`config.mk`:
```
export PLATFORM = sky130hd
export DESIGN_NAME = sar_conversion_mux_sequencer
export DESIGN_NICKNAME = d
export VERILOG_FILES = /design/src/hdl/sar_seq_pkg.sv /design/src/hdl/mux_sequencer.sv /design/src/hdl/sar_conversion_mux_sequencer.sv
export SDC_FILE = /design/constraint.sdc
export NUM_CORES = 1
export LEC_CHECK = 0
export BUFFER_PORTS_ARGS = -buffer_cell sky130_fd_sc_hd__buf_2
export CAP_MARGIN = 20
export CORE_ASPECT_RATIO = 1.4
export CORE_UTILIZATION = 50
export CTS_CLUSTER_SIZE = 8
export DETAILED_ROUTE_END_ITERATION = 16
export HOLD_SLACK_MARGIN = 0.02
export PLACE_DENSITY = 0.7
export SETUP_SLACK_MARGIN = 0.2
export SLEW_MARGIN = 20
export SYNTH_ARGS = -nofsm -noshare
export SYNTH_HDL_FRONTEND = slang
export SYNTH_HIERARCHICAL = 1
export SYNTH_SLANG_ARGS = --single-unit
```
`constraint.sdc`:
```
create_clock -name clk_sys -period 2.5 [get_ports clk_sys]
set_input_delay 0.375 -clock clk_sys [delete_from_list [all_inputs] [get_ports clk_sys]]
set_output_delay 0.375 -clock clk_sys [all_outputs]
set_load 0.03 [all_outputs]
```
`src/hdl/sar_seq_pkg.sv`:
```
// Constants for the conversion handshake and mux sequencer
package sar_seq_pkg;
  localparam int CLK_MHZ           = 25;
  localparam int T_BUSY_RISE_NS    = 40;
  localparam int T_CONV_NS         = 650;
  localparam int T_ACQ_NS          = 320;
  localparam int T_ABORT_MIN_NS    = 70;
  localparam int T_ABORT_MAX_NS    = 550;
  localparam int T_SETTLE_NS       = 600;
  // Longest times round down, least times round up
  localparam int CONV_CYCLES       = (T_CONV_NS * CLK_MHZ) / 1000;
  localparam int ABORT_MIN_CYCLES  = (T_ABORT_MIN_NS * CLK_MHZ + 999) / 1000;
  localparam int ABORT_MAX_CYCLES  = (T_ABORT_MAX_NS * CLK_MHZ) / 1000;
  localparam int CNT_W             = 6;
  localparam int CHAN_W            = 2;
  localparam logic [CHAN_W-1:0] CHAN_RESET = 2'h0;
  typedef enum logic [1:0] {CONV_IDLE, CONV_BUSY} conv_state_t;
endpackage

```
`src/hdl/mux_sequencer.sv`:
```
// Channel sequencer for the input multiplexer
`timescale 1ns/1ns
`default_nettype none
module mux_sequencer (
  input  wire logic                            clk_sys,
  input  wire logic                            arst_n,
  input  wire logic                            clk_en,
  input  wire logic                            step,
  input  wire logic                            auto_scan,
  input  wire logic                            chan_select_lo,
  input  wire logic                            chan_select_hi,
  input  wire logic                            sequence_reset_select,
  output logic [sar_seq_pkg::CHAN_W-1:0]       chan_ff
);
  logic [sar_seq_pkg::CHAN_W-1:0] sel_code;
  logic [sar_seq_pkg::CHAN_W-1:0] nxt_chan;

  assign sel_code = {chan_select_hi, chan_select_lo};

  always_comb begin
    nxt_chan = chan_ff;
    if (auto_scan) begin
      if (sequence_reset_select) begin
        nxt_chan = sar_seq_pkg::CHAN_RESET;
      end else if (chan_ff >= sel_code) begin
        // wrap to zero; range from zero
        nxt_chan = sar_seq_pkg::CHAN_RESET;
      end else begin
        nxt_chan = chan_ff + 2'h1;
      end
    end else begin
      nxt_chan = sel_code;
    end
  end

  always_ff @(posedge clk_sys or negedge arst_n) begin
    if (!arst_n) begin
      chan_ff <= sar_seq_pkg::CHAN_RESET;
    end else if (clk_en && step) begin
      chan_ff <= nxt_chan;
    end
  end
endmodule
`default_nettype wire

```
`src/hdl/sar_conversion_mux_sequencer.sv`:
```
// Conversion handshake and multiplexer sequencer top
// Function
// - Start edge samples input and raises busy within 40 ns; the code raises busy two to three clocks (80-120 ns) after the fall.
// - Busy stays high at most 650 ns; result valid once busy low.
// - Second start with select low, or select fall, 70-550 ns aborts.
// - Channel changes only on a step clock rising edge.
// - Scan mode high selects auto-scan.
// - Auto-scan starts at channel zero; selects give last channel.
// - Step with sequence reset low moves to next channel.
// - Step after last channel wraps to zero.
// - Step with sequence reset high forces channel zero.
// - Scan mode low selects manual mode.
// - Manual step connects addressed channel; sequence reset ignored.
`timescale 1ns/1ns
`default_nettype none
module sar_conversion_mux_sequencer #(
  parameter int CONV_CYCLES = sar_seq_pkg::CONV_CYCLES
) (
  input  wire logic                      clk_sys,
  input  wire logic                      arst_n,
  input  wire logic                      clk_en,
  input  wire logic                      convert_start_n,
  input  wire logic                      chip_select_n,
  input  wire logic                      mux_step_clock,
  input  wire logic                      auto_scan,
  input  wire logic                      chan_select_lo,
  input  wire logic                      chan_select_hi,
  input  wire logic                      sequence_reset_select,
  output logic                           busy_ff,
  output logic                           sample_ff,
  output logic                           done_ff,
  output logic                           abort_ff,
  output logic [sar_seq_pkg::CHAN_W-1:0] conv_chan_ff,
  output logic [sar_seq_pkg::CHAN_W-1:0] chan_ff
);
  // Two-flop synchronisers, stage one read only by stage two
  logic [5:0] sync1_ff;
  logic [5:0] sync2_ff;
  logic [1:0] prev_ff;
  logic       cs_prev_ff;
  logic       start_fall;
  logic       cs_fall;
  logic       step_rise;
  logic [sar_seq_pkg::CNT_W-1:0] cnt_ff;
  sar_seq_pkg::conv_state_t      state_ff;
  logic                          abort_hit;

  always_ff @(posedge clk_sys or negedge arst_n) begin
    if (!arst_n) begin
      sync1_ff <= 6'h3F;
      sync2_ff <= 6'h3F;
    end else if (clk_en) begin
      sync1_ff <= {sequence_reset_select, chan_select_hi, chan_select_lo,
                   mux_step_clock, chip_select_n, convert_start_n};
      sync2_ff <= sync1_ff;
    end
  end

  always_ff @(posedge clk_sys or negedge arst_n) begin
    if (!arst_n) begin
      prev_ff <= 2'h3;
    end else if (clk_en) begin
      prev_ff <= {sync2_ff[2], sync2_ff[0]};
    end
  end

  // Step reset value is high, so no edge is seen out of reset
  logic step_prev_ff;
  always_ff @(posedge clk_sys or negedge arst_n) begin
    if (!arst_n) begin
      step_prev_ff <= 1'b1;
    end else if (clk_en) begin
      step_prev_ff <= sync2_ff[2];
    end
  end

  assign start_fall = prev_ff[0] & ~sync2_ff[0];
  assign cs_fall    = cs_prev_ff & ~sync2_ff[1];
  assign step_rise  = ~step_prev_ff & sync2_ff[2];

  // Select edge detector; a fall seen out of reset lands in idle and is ignored
  always_ff @(posedge clk_sys or negedge arst_n) begin
    if (!arst_n) begin
      cs_prev_ff <= 1'b1;
    end else if (clk_en) begin
      cs_prev_ff <= sync2_ff[1];
    end
  end

  assign abort_hit = (state_ff == sar_seq_pkg::CONV_BUSY)
                   && (cnt_ff >= sar_seq_pkg::CNT_W'(sar_seq_pkg::ABORT_MIN_CYCLES))
                   && (cnt_ff <= sar_seq_pkg::CNT_W'(sar_seq_pkg::ABORT_MAX_CYCLES))
                   && ((start_fall && !sync2_ff[1]) || cs_fall);

  always_ff @(posedge clk_sys or negedge arst_n) begin
    if (!arst_n) begin
      state_ff <= sar_seq_pkg::CONV_IDLE;
      cnt_ff   <= '0;
      busy_ff  <= 1'b0;
      sample_ff <= 1'b0;
      done_ff  <= 1'b0;
      abort_ff <= 1'b0;
    end else if (clk_en) begin
      sample_ff <= 1'b0;
      done_ff   <= 1'b0;
      abort_ff  <= 1'b0;
      case (state_ff)
        sar_seq_pkg::CONV_IDLE: begin
          if (start_fall) begin
            state_ff  <= sar_seq_pkg::CONV_BUSY;
            busy_ff   <= 1'b1;
            sample_ff <= 1'b1;
            cnt_ff    <= '0;
          end
        end
        sar_seq_pkg::CONV_BUSY: begin
          cnt_ff <= cnt_ff + 6'h01;
          if (abort_hit) begin
            state_ff <= sar_seq_pkg::CONV_IDLE;
            busy_ff  <= 1'b0;
            abort_ff <= 1'b1;
          end else if (cnt_ff >= sar_seq_pkg::CNT_W'(CONV_CYCLES - 1)) begin
            state_ff <= sar_seq_pkg::CONV_IDLE;
            busy_ff  <= 1'b0;
            done_ff  <= 1'b1;
          end
        end
        default: begin
          state_ff <= sar_seq_pkg::CONV_IDLE;
          busy_ff  <= 1'b0;
        end
      endcase
    end
  end

  // Channel latched at sampling time, tagging the result
  always_ff @(posedge clk_sys or negedge arst_n) begin
    if (!arst_n) begin
      conv_chan_ff <= sar_seq_pkg::CHAN_RESET;
    end else if (clk_en && start_fall && state_ff == sar_seq_pkg::CONV_IDLE) begin
      conv_chan_ff <= chan_ff;
    end
  end

  // sequencer steps on synchronised rising edge
  mux_sequencer u_seq (
    .clk_sys               (clk_sys),
    .arst_n                (arst_n),
    .clk_en                (clk_en),
    .step                  (step_rise),
    .auto_scan             (auto_scan),
    .chan_select_lo        (sync2_ff[3]),
    .chan_select_hi        (sync2_ff[4]),
    .sequence_reset_select (sync2_ff[5]),
    .chan_ff               (chan_ff)
  );
endmodule
`default_nettype wire

```
# After elaboration in Yosys (flattened, before gate mapping)
# Cells that the tools add are included.
[classes]
addsub = 2
mul = 0
div_mod_pow = 0
magnitude_cmp = 4
n_eq_ne = 3
shift = 0
mux = 20
bitwise = 6
reduce_logical = 13
[op_table]
columns = ["op", "n"]
rows = [
  ["two-way mux 2 bit", 6],
  ["case mux 6 bit (2 select lines)", 1],
  ["two-way mux 1 bit", 10],
  ["logical AND 1 bit", 7],
  ["adder 6 x 1 -> 6 bit, second input constant", 1],
  ["greater-or-equal comparator 6 x 2 -> 1 bit, second input constant", 1],
  ["greater-or-equal comparator 6 x 4 -> 1 bit, second input constant", 1],
  ["<= comparator 6 x 4 -> 1 bit, second input constant", 1],
  ["two-way mux 6 bit", 1],
  ["AND reduction 3 bit", 2],
  ["case mux 2 bit (2 select lines)", 1],
  ["bitwise AND 1 bit", 3],
  ["inequality test 3 x 2 -> 1 bit, second input constant", 1],
  ["NOT 1 bit", 3],
  ["adder 2 x 1 -> 2 bit, second input constant", 1],
  ["== test 2 x 1 -> 1 bit, second input constant", 1],
  ["greater-or-equal comparator 2 bit", 1],
  ["logical NOT 2 bit", 1],
  ["inequality test 2 bit, second input constant", 1],
  ["case mux 1 bit (2 select lines)", 1],
  ["nonzero test 2 bit", 1],
  ["logical NOT 1 bit", 1],
  ["logical OR 1 bit", 1],
]
[totals]
reg_bits = 31
latch_bits = 0
ram_bits = 0
mem_bits_ro = 0
input_bits = 10
elab_cells = 61
mem_count = 0

# Logic depth before layout (Yosys ltp)
[logic_depth]
ltp_word = 7
mapped_depth = 6

# Modules after synthesis
# Netlist, hierarchy kept.
[by_module_without_submodules]
columns = ["mod", "n_inst", "cells_each", "area_each_um2"]
rows = [
  ["sar_conversion_mux_sequencer", 1, 90, 1244.9],
  ["mux_sequencer", 1, 18, 200.2],
]

# Worst setup path before layout
# OpenSTA, ideal clock, no wires.
[synth_path]
path_type = "register to register"
start = "register cnt_ff[0] (netlist name)"
end = "register abort_ff"
arrival_ns = 1.537
setup_slack_ns = 0.838
path_stages_with_launch = 6
path_buffers = 0
period_less_slack_ns = 1.662
path_cell_list = "dfrtp_1 inv_1 ha_1 or4_4 o2111a_1 mux2_2"
[synth_between]
elab_chain_len = 6
elab_cells_between_ends = 7
classes_between = "order compare (2); mux (2); reduce/logical (3)"
[synth_lines]
columns = ["element", "line", "source"]
rows = [
  ["start: declaration", "sar_conversion_mux_sequencer.sv:44", "logic [sar_seq_pkg::CNT_W-1:0] cnt_ff;"],
  ["start signal: assignment", "sar_conversion_mux_sequencer.sv:117", "cnt_ff <= cnt_ff + 6'h01;"],
  ["greater-or-equal comparator 6 x 2 -> 1 bit", "sar_conversion_mux_sequencer.sv:91", "&& (cnt_ff >= sar_seq_pkg::CNT_W'(sar_seq_pkg::ABORT_MIN_CYCLES))"],
  ["logical AND 1 bit", "sar_conversion_mux_sequencer.sv:91", ""],
  ["logical AND 1 bit *", "sar_conversion_mux_sequencer.sv:92", "&& (cnt_ff <= sar_seq_pkg::CNT_W'(sar_seq_pkg::ABORT_MAX_CYCLES))"],
  ["logical AND 1 bit *", "sar_conversion_mux_sequencer.sv:93", "&& ((start_fall && !sync2_ff[1]) || cs_fall);"],
  ["two-way mux 1 bit *", "sar_conversion_mux_sequencer.sv:118", "if (abort_hit) begin"],
  ["two-way mux 1 bit *", "sar_conversion_mux_sequencer.sv:107", "case (state_ff)"],
  ["end signal: assignment", "sar_conversion_mux_sequencer.sv:102", "abort_ff <= 1'b0;"],
  ["end signal: assignment", "sar_conversion_mux_sequencer.sv:106", "abort_ff <= 1'b0;"],
  ["end signal: assignment", "sar_conversion_mux_sequencer.sv:121", "abort_ff <= 1'b1;"],
  ["end: declaration", "sar_conversion_mux_sequencer.sv:32", "output logic abort_ff,"],
]
# Mark *: on every way between the ends. The rest lies on a longest branch, timed or not.
# A chain may end at the register's enable or synchronous reset.

# Worst setup path in the final report
[layout_path]
start = "register sync2_ff[4]"
end = "register u_seq/chan_ff[0] (netlist name)"
[layout_between]
elab_chain_len = 4
[layout_lines]
columns = ["element", "line", "source"]
rows = [
  ["start: declaration", "sar_conversion_mux_sequencer.sv:38", "logic [5:0] sync2_ff;"],
  ["start signal: assignment", "sar_conversion_mux_sequencer.sv:55", "sync2_ff <= sync1_ff;"],
  ["greater-or-equal comparator 2 bit", "mux_sequencer.sv:25", "end else if (chan_ff >= sel_code) begin"],
  ["two-way mux 2 bit", "mux_sequencer.sv:25", ""],
  ["two-way mux 2 bit", "mux_sequencer.sv:23", "if (sequence_reset_select) begin"],
  ["two-way mux 2 bit", "mux_sequencer.sv:22", "if (auto_scan) begin"],
  ["end signal: assignment", "mux_sequencer.sv:38", "chan_ff <= sar_seq_pkg::CHAN_RESET;"],
  ["end signal: assignment", "mux_sequencer.sv:40", "chan_ff <= nxt_chan;"],
  ["end: declaration", "mux_sequencer.sv:13", "output logic [sar_seq_pkg::CHAN_W-1:0] chan_ff"],
]
# No other way between the ends.

==> impl_metrics.tcl <==
set metrics [dict create \
    outcome "finished clean" \
    tritoncts "built" \
    synthesized_instance_count 108 \
    p_int_mw 1.08 \
    clk_latency_ns 0.32 \
    placeableCoreArea_um2 2670 \
    first_iter_violations 7 \
    timing.critical_path.to_type "register" \
    path_cells "inv_1 -> ha_1 -> or3b_4 -> a211oi_2 -> a2bb2oi_1" \
    detailed_place_hpwl_um 1660 \
    postSynthNetCount 124 \
    detailedRoute.firstPassIterationCount 4 \
    cap_violations 0 \
    drt-total-wl_um 2210 \
    arrival_ns 1.98 \
    drt.antenna.violating_nets 0 \
    detailroute.via_count 890 \
    irDropWorstVdd_mv 0.570 \
    max_stage_delay_ns 0.55 \
    finalHoldViolCount 0 \
    final_layout_size_suffix_gt1_frac 0.515 \
    startpoint_type "register" \
    area_delta_synth_final_pct 13.0 \
    power.combinational.fraction 0.308 \
    per_cell_routed_wire_length_um 13.3 \
    fmax_ghz 0.574 \
    timing.final.crit_period_ns 1.74 \
    met1_usage 0.208 \
    via_per_inst 5.36 \
    globalRoute.busiestLayer "met2" \
    hold_path_class "in2async" \
    dieArea_um2 3110 \
    grt_setup_unrepaired "no" \
    clock_slew_seen_by_the_registers_of_the_worst_setup_and_hold_paths_ns 0.09 \
    io_buffer_count 17 \
    setup.worst_path.class "reg2reg" \
    period_share 0.696 \
    critPathRequiredTime_ns 2.74 \
    worst_slew_margin_rel 0.588 \
    ios 18 \
    initial_utilization 0.541 \
    gp_routability_congestion 0.795 \
    postCtsResizedCells 0 \
    yosys.area.top_type_share 0.273 \
    pwr_density_cell_nw_per_um2 1000 \
    sequentialPowerShare 0.454 \
    drc 0 \
    finalCoreUtilization 0.612 \
    antenna-diode-count 0 \
    syn_avg_cell_area_um2 13.4 \
    grt_first_pass_wirelength_um 4060 \
    clock_power_share 0.239 \
    final_net_count 145 \
    p_sw_frac 0.342 \
    timing.final.setup_violations 0 \
    buffer_levels_on_the_longest_clock_path 2 \
    static-leakage-power_nw 0.751 \
    worst_tran_pin_value_ns 0.619 \
    grt_start_max_net_pins 30 \
    fin_hold_ws_ns 0.0663 \
    rows 22 \
    slew_viol_final 0 \
    gr-usage-all-layers 0.187 \
    setup_tns_ns 0 \
    grt_util_met2 0.312 \
    fin_worst_skew_ns 0.00620 \
    cp_slowest_cell "dfstp_2" \
    post_synth_num_cell_types 38 \
    worst_path_dominant_cell_family "flip-flops" \
    grt_pass1_vias 939 \
    placed_instance_area_um2 1550 \
    die-width_um 47.4 \
    antenna_violations_before_repair 0 \
    holdBufCountCts 0 \
    grt_total_ovfl 0 \
    synth_seq_cells 29 \
    synth_top_cells_by_area "dfstp_2 (27%), dfrtp_1 (24%), mux2_2 (14%), ha_1 (5.2%), xor2_1 (2.4%)" \
    critical_path_peak_fanout 3 \
    synth.cell_area_um2 1450 \
    die-height_um 65.6 \
    cp_num_buf_inv 1 \
    synth.yosys.seq_area_share 0.515 \
    cts-buffers-inserted 5 \
    synth.yosys.warnings 6 \
    cts-root-buf "clkbuf_4" \
    post-route-cell-area_um2 1630 \
    globalRouteMet3Util 0.0659 \
    p_sw_mw 0.560 \
    synth_top_cell_by_area "dfstp_2" \
    h_tree_level_count 2 \
    post-cts-setup-buffer-count 0 \
    cts.sinks 29 \
]
sequential cells by signal, indices dropped and copies added, names as in the netlist:
name,flops
step_prev_ff,1
sync2_ff,6
conv_chan_ff,2
busy_ff,1
sample_ff,1
cnt_ff,6
cs_prev_ff,1
prev_ff,1
abort_ff,1
sync1_ff,6
u_seq/chan_ff,2
done_ff,1
worst paths after layout:
kind                       slack, ns             startpoint  cells after the start          endpoint
max                             0.76            sync2_ff[4]                      5  u_seq/chan_ff[0]
min                             0.07                 arst_n                      1           done_ff
max reg2reg                     0.76            sync2_ff[4]                      5  u_seq/chan_ff[0]
min reg2reg                     0.49              sample_ff                      1         sample_ff
max in group asynchronous       2.03                 arst_n                      1         cnt_ff[0]
min in group clk_sys            0.29  sequence_reset_select                      2       sync1_ff[5]
power by group through the flow:
stage               Clock [mW]  Combinational, mW  Sequential (mW)
global route             0.424              0.561            0.770
global placement             0              0.494            0.745
detailed placement           0              0.509            0.752
finish                   0.391              0.504            0.743
floorplan                    0              0.323            0.806
CTS                      0.411              0.510            0.743
worst reg2reg max path, stage by stage (launching register included):
cell	delay, ns
dfstp_2	0.55
inv_1	0.05
ha_1	0.20
or3b_4	0.41
a211oi_2	0.25
a2bb2oi_1	0.21
cells by family (layout without fill, tap and decap cells):
kind of cell / count (synthesis) / count (layout) / synth area share
buffers and inverters: 11 / 33 / 0.0450
XOR/XNOR: 4 / 4 / 0.0242
adder cells (fa/ha/maj): 6 / 6 / 0.0519
multiplexers: 19 / 19 / 0.148
AO/OA/AOI/OAI: 19 / 19 / 0.119
flip-flops: 29 / 29 / 0.515
AND/OR/NAND/NOR: 20 / 20 / 0.0961
stage by stage:
stage | cells | power [mW] | setup WS, ns
4_1_cts | 166 | 1.66 | 0.754
2_1_floorplan | 108 | 1.13 | 0.838
3_5_place_dp | 158 | 1.26 | 0.774
6_report | 166 | 1.64 | 0.759
3_3_place_gp | 158 | 1.24 | 0.805
5_1_grt | 166 | 1.76 | 0.676
layer usage:
layer	routed length, um	up-vias	part of all wire
met1	892	433	0.40
met4	23	0	0.010
met3	85	2	0.038
met2	1210	20	0.55
met5	0	-	0
li1	-	435	-
placed cells by master (no fill, tap or decap), types with 4 or more instances in the layout:
| master | netlist | layout |
|---|---|---|
| nor2_1 | 5 | 5 |
| buf_2 | 1 | 17 |
| inv_1 | 6 | 6 |
| dfstp_2 | 15 | 15 |
| dfrtp_1 | 14 | 14 |
| ha_1 | 6 | 6 |
| clkbuf_4 | 1 | 5 |
| xor2_1 | 4 | 4 |
| mux2_2 | 18 | 18 |
synth_stat cells:
| cell type | instances |
|---|---|
| and2b_4 | 1 |
| or3b_4 | 1 |
| nand3_1 | 1 |
| mux2_1 | 1 |
| nor4b_1 | 1 |
| buf_4 | 1 |
| buf_6 | 2 |
| a2111oi_4 | 1 |
| nand2_1 | 3 |
| a211oi_2 | 1 |
| o2111ai_1 | 2 |
| o311a_1 | 1 |
| a2bb2oi_1 | 1 |
| a211o_1 | 1 |
| dfstp_2 | 15 |
| a211oi_1 | 1 |
| and3_1 | 1 |
| mux2_2 | 18 |
| inv_1 | 6 |
| or4_4 | 1 |
| nor2b_1 | 1 |
| o21ai_0 | 3 |
| ha_1 | 6 |
| o211ai_1 | 2 |
| nor2_1 | 5 |
| nor3b_4 | 1 |
| dfrtp_1 | 14 |
| a21oi_1 | 1 |
| a21o_1 | 2 |
| xor2_1 | 4 |
| clkbuf_4 | 1 |
| buf_2 | 1 |
| a22o_1 | 1 |
| and4_2 | 1 |
| o2111a_1 | 1 |
| nor2b_2 | 1 |
| a32o_1 | 1 |
| nand2b_1 | 2 |
layout make-up:
class / count / area (um2)
Timing Repair Buffer: 19 / 100
Multi-Input combinational cell: 68 / 636
Clock buffer: 7 / 55.1
Tap cell: 36 / 45.0
Inverter: 6 / 22.5
Sequential cell: 29 / 744
Clock inverter: 1 / 30.0
Fill cell: 236 / 1040
No activity file was read; power rests on OpenSTA's default activity.
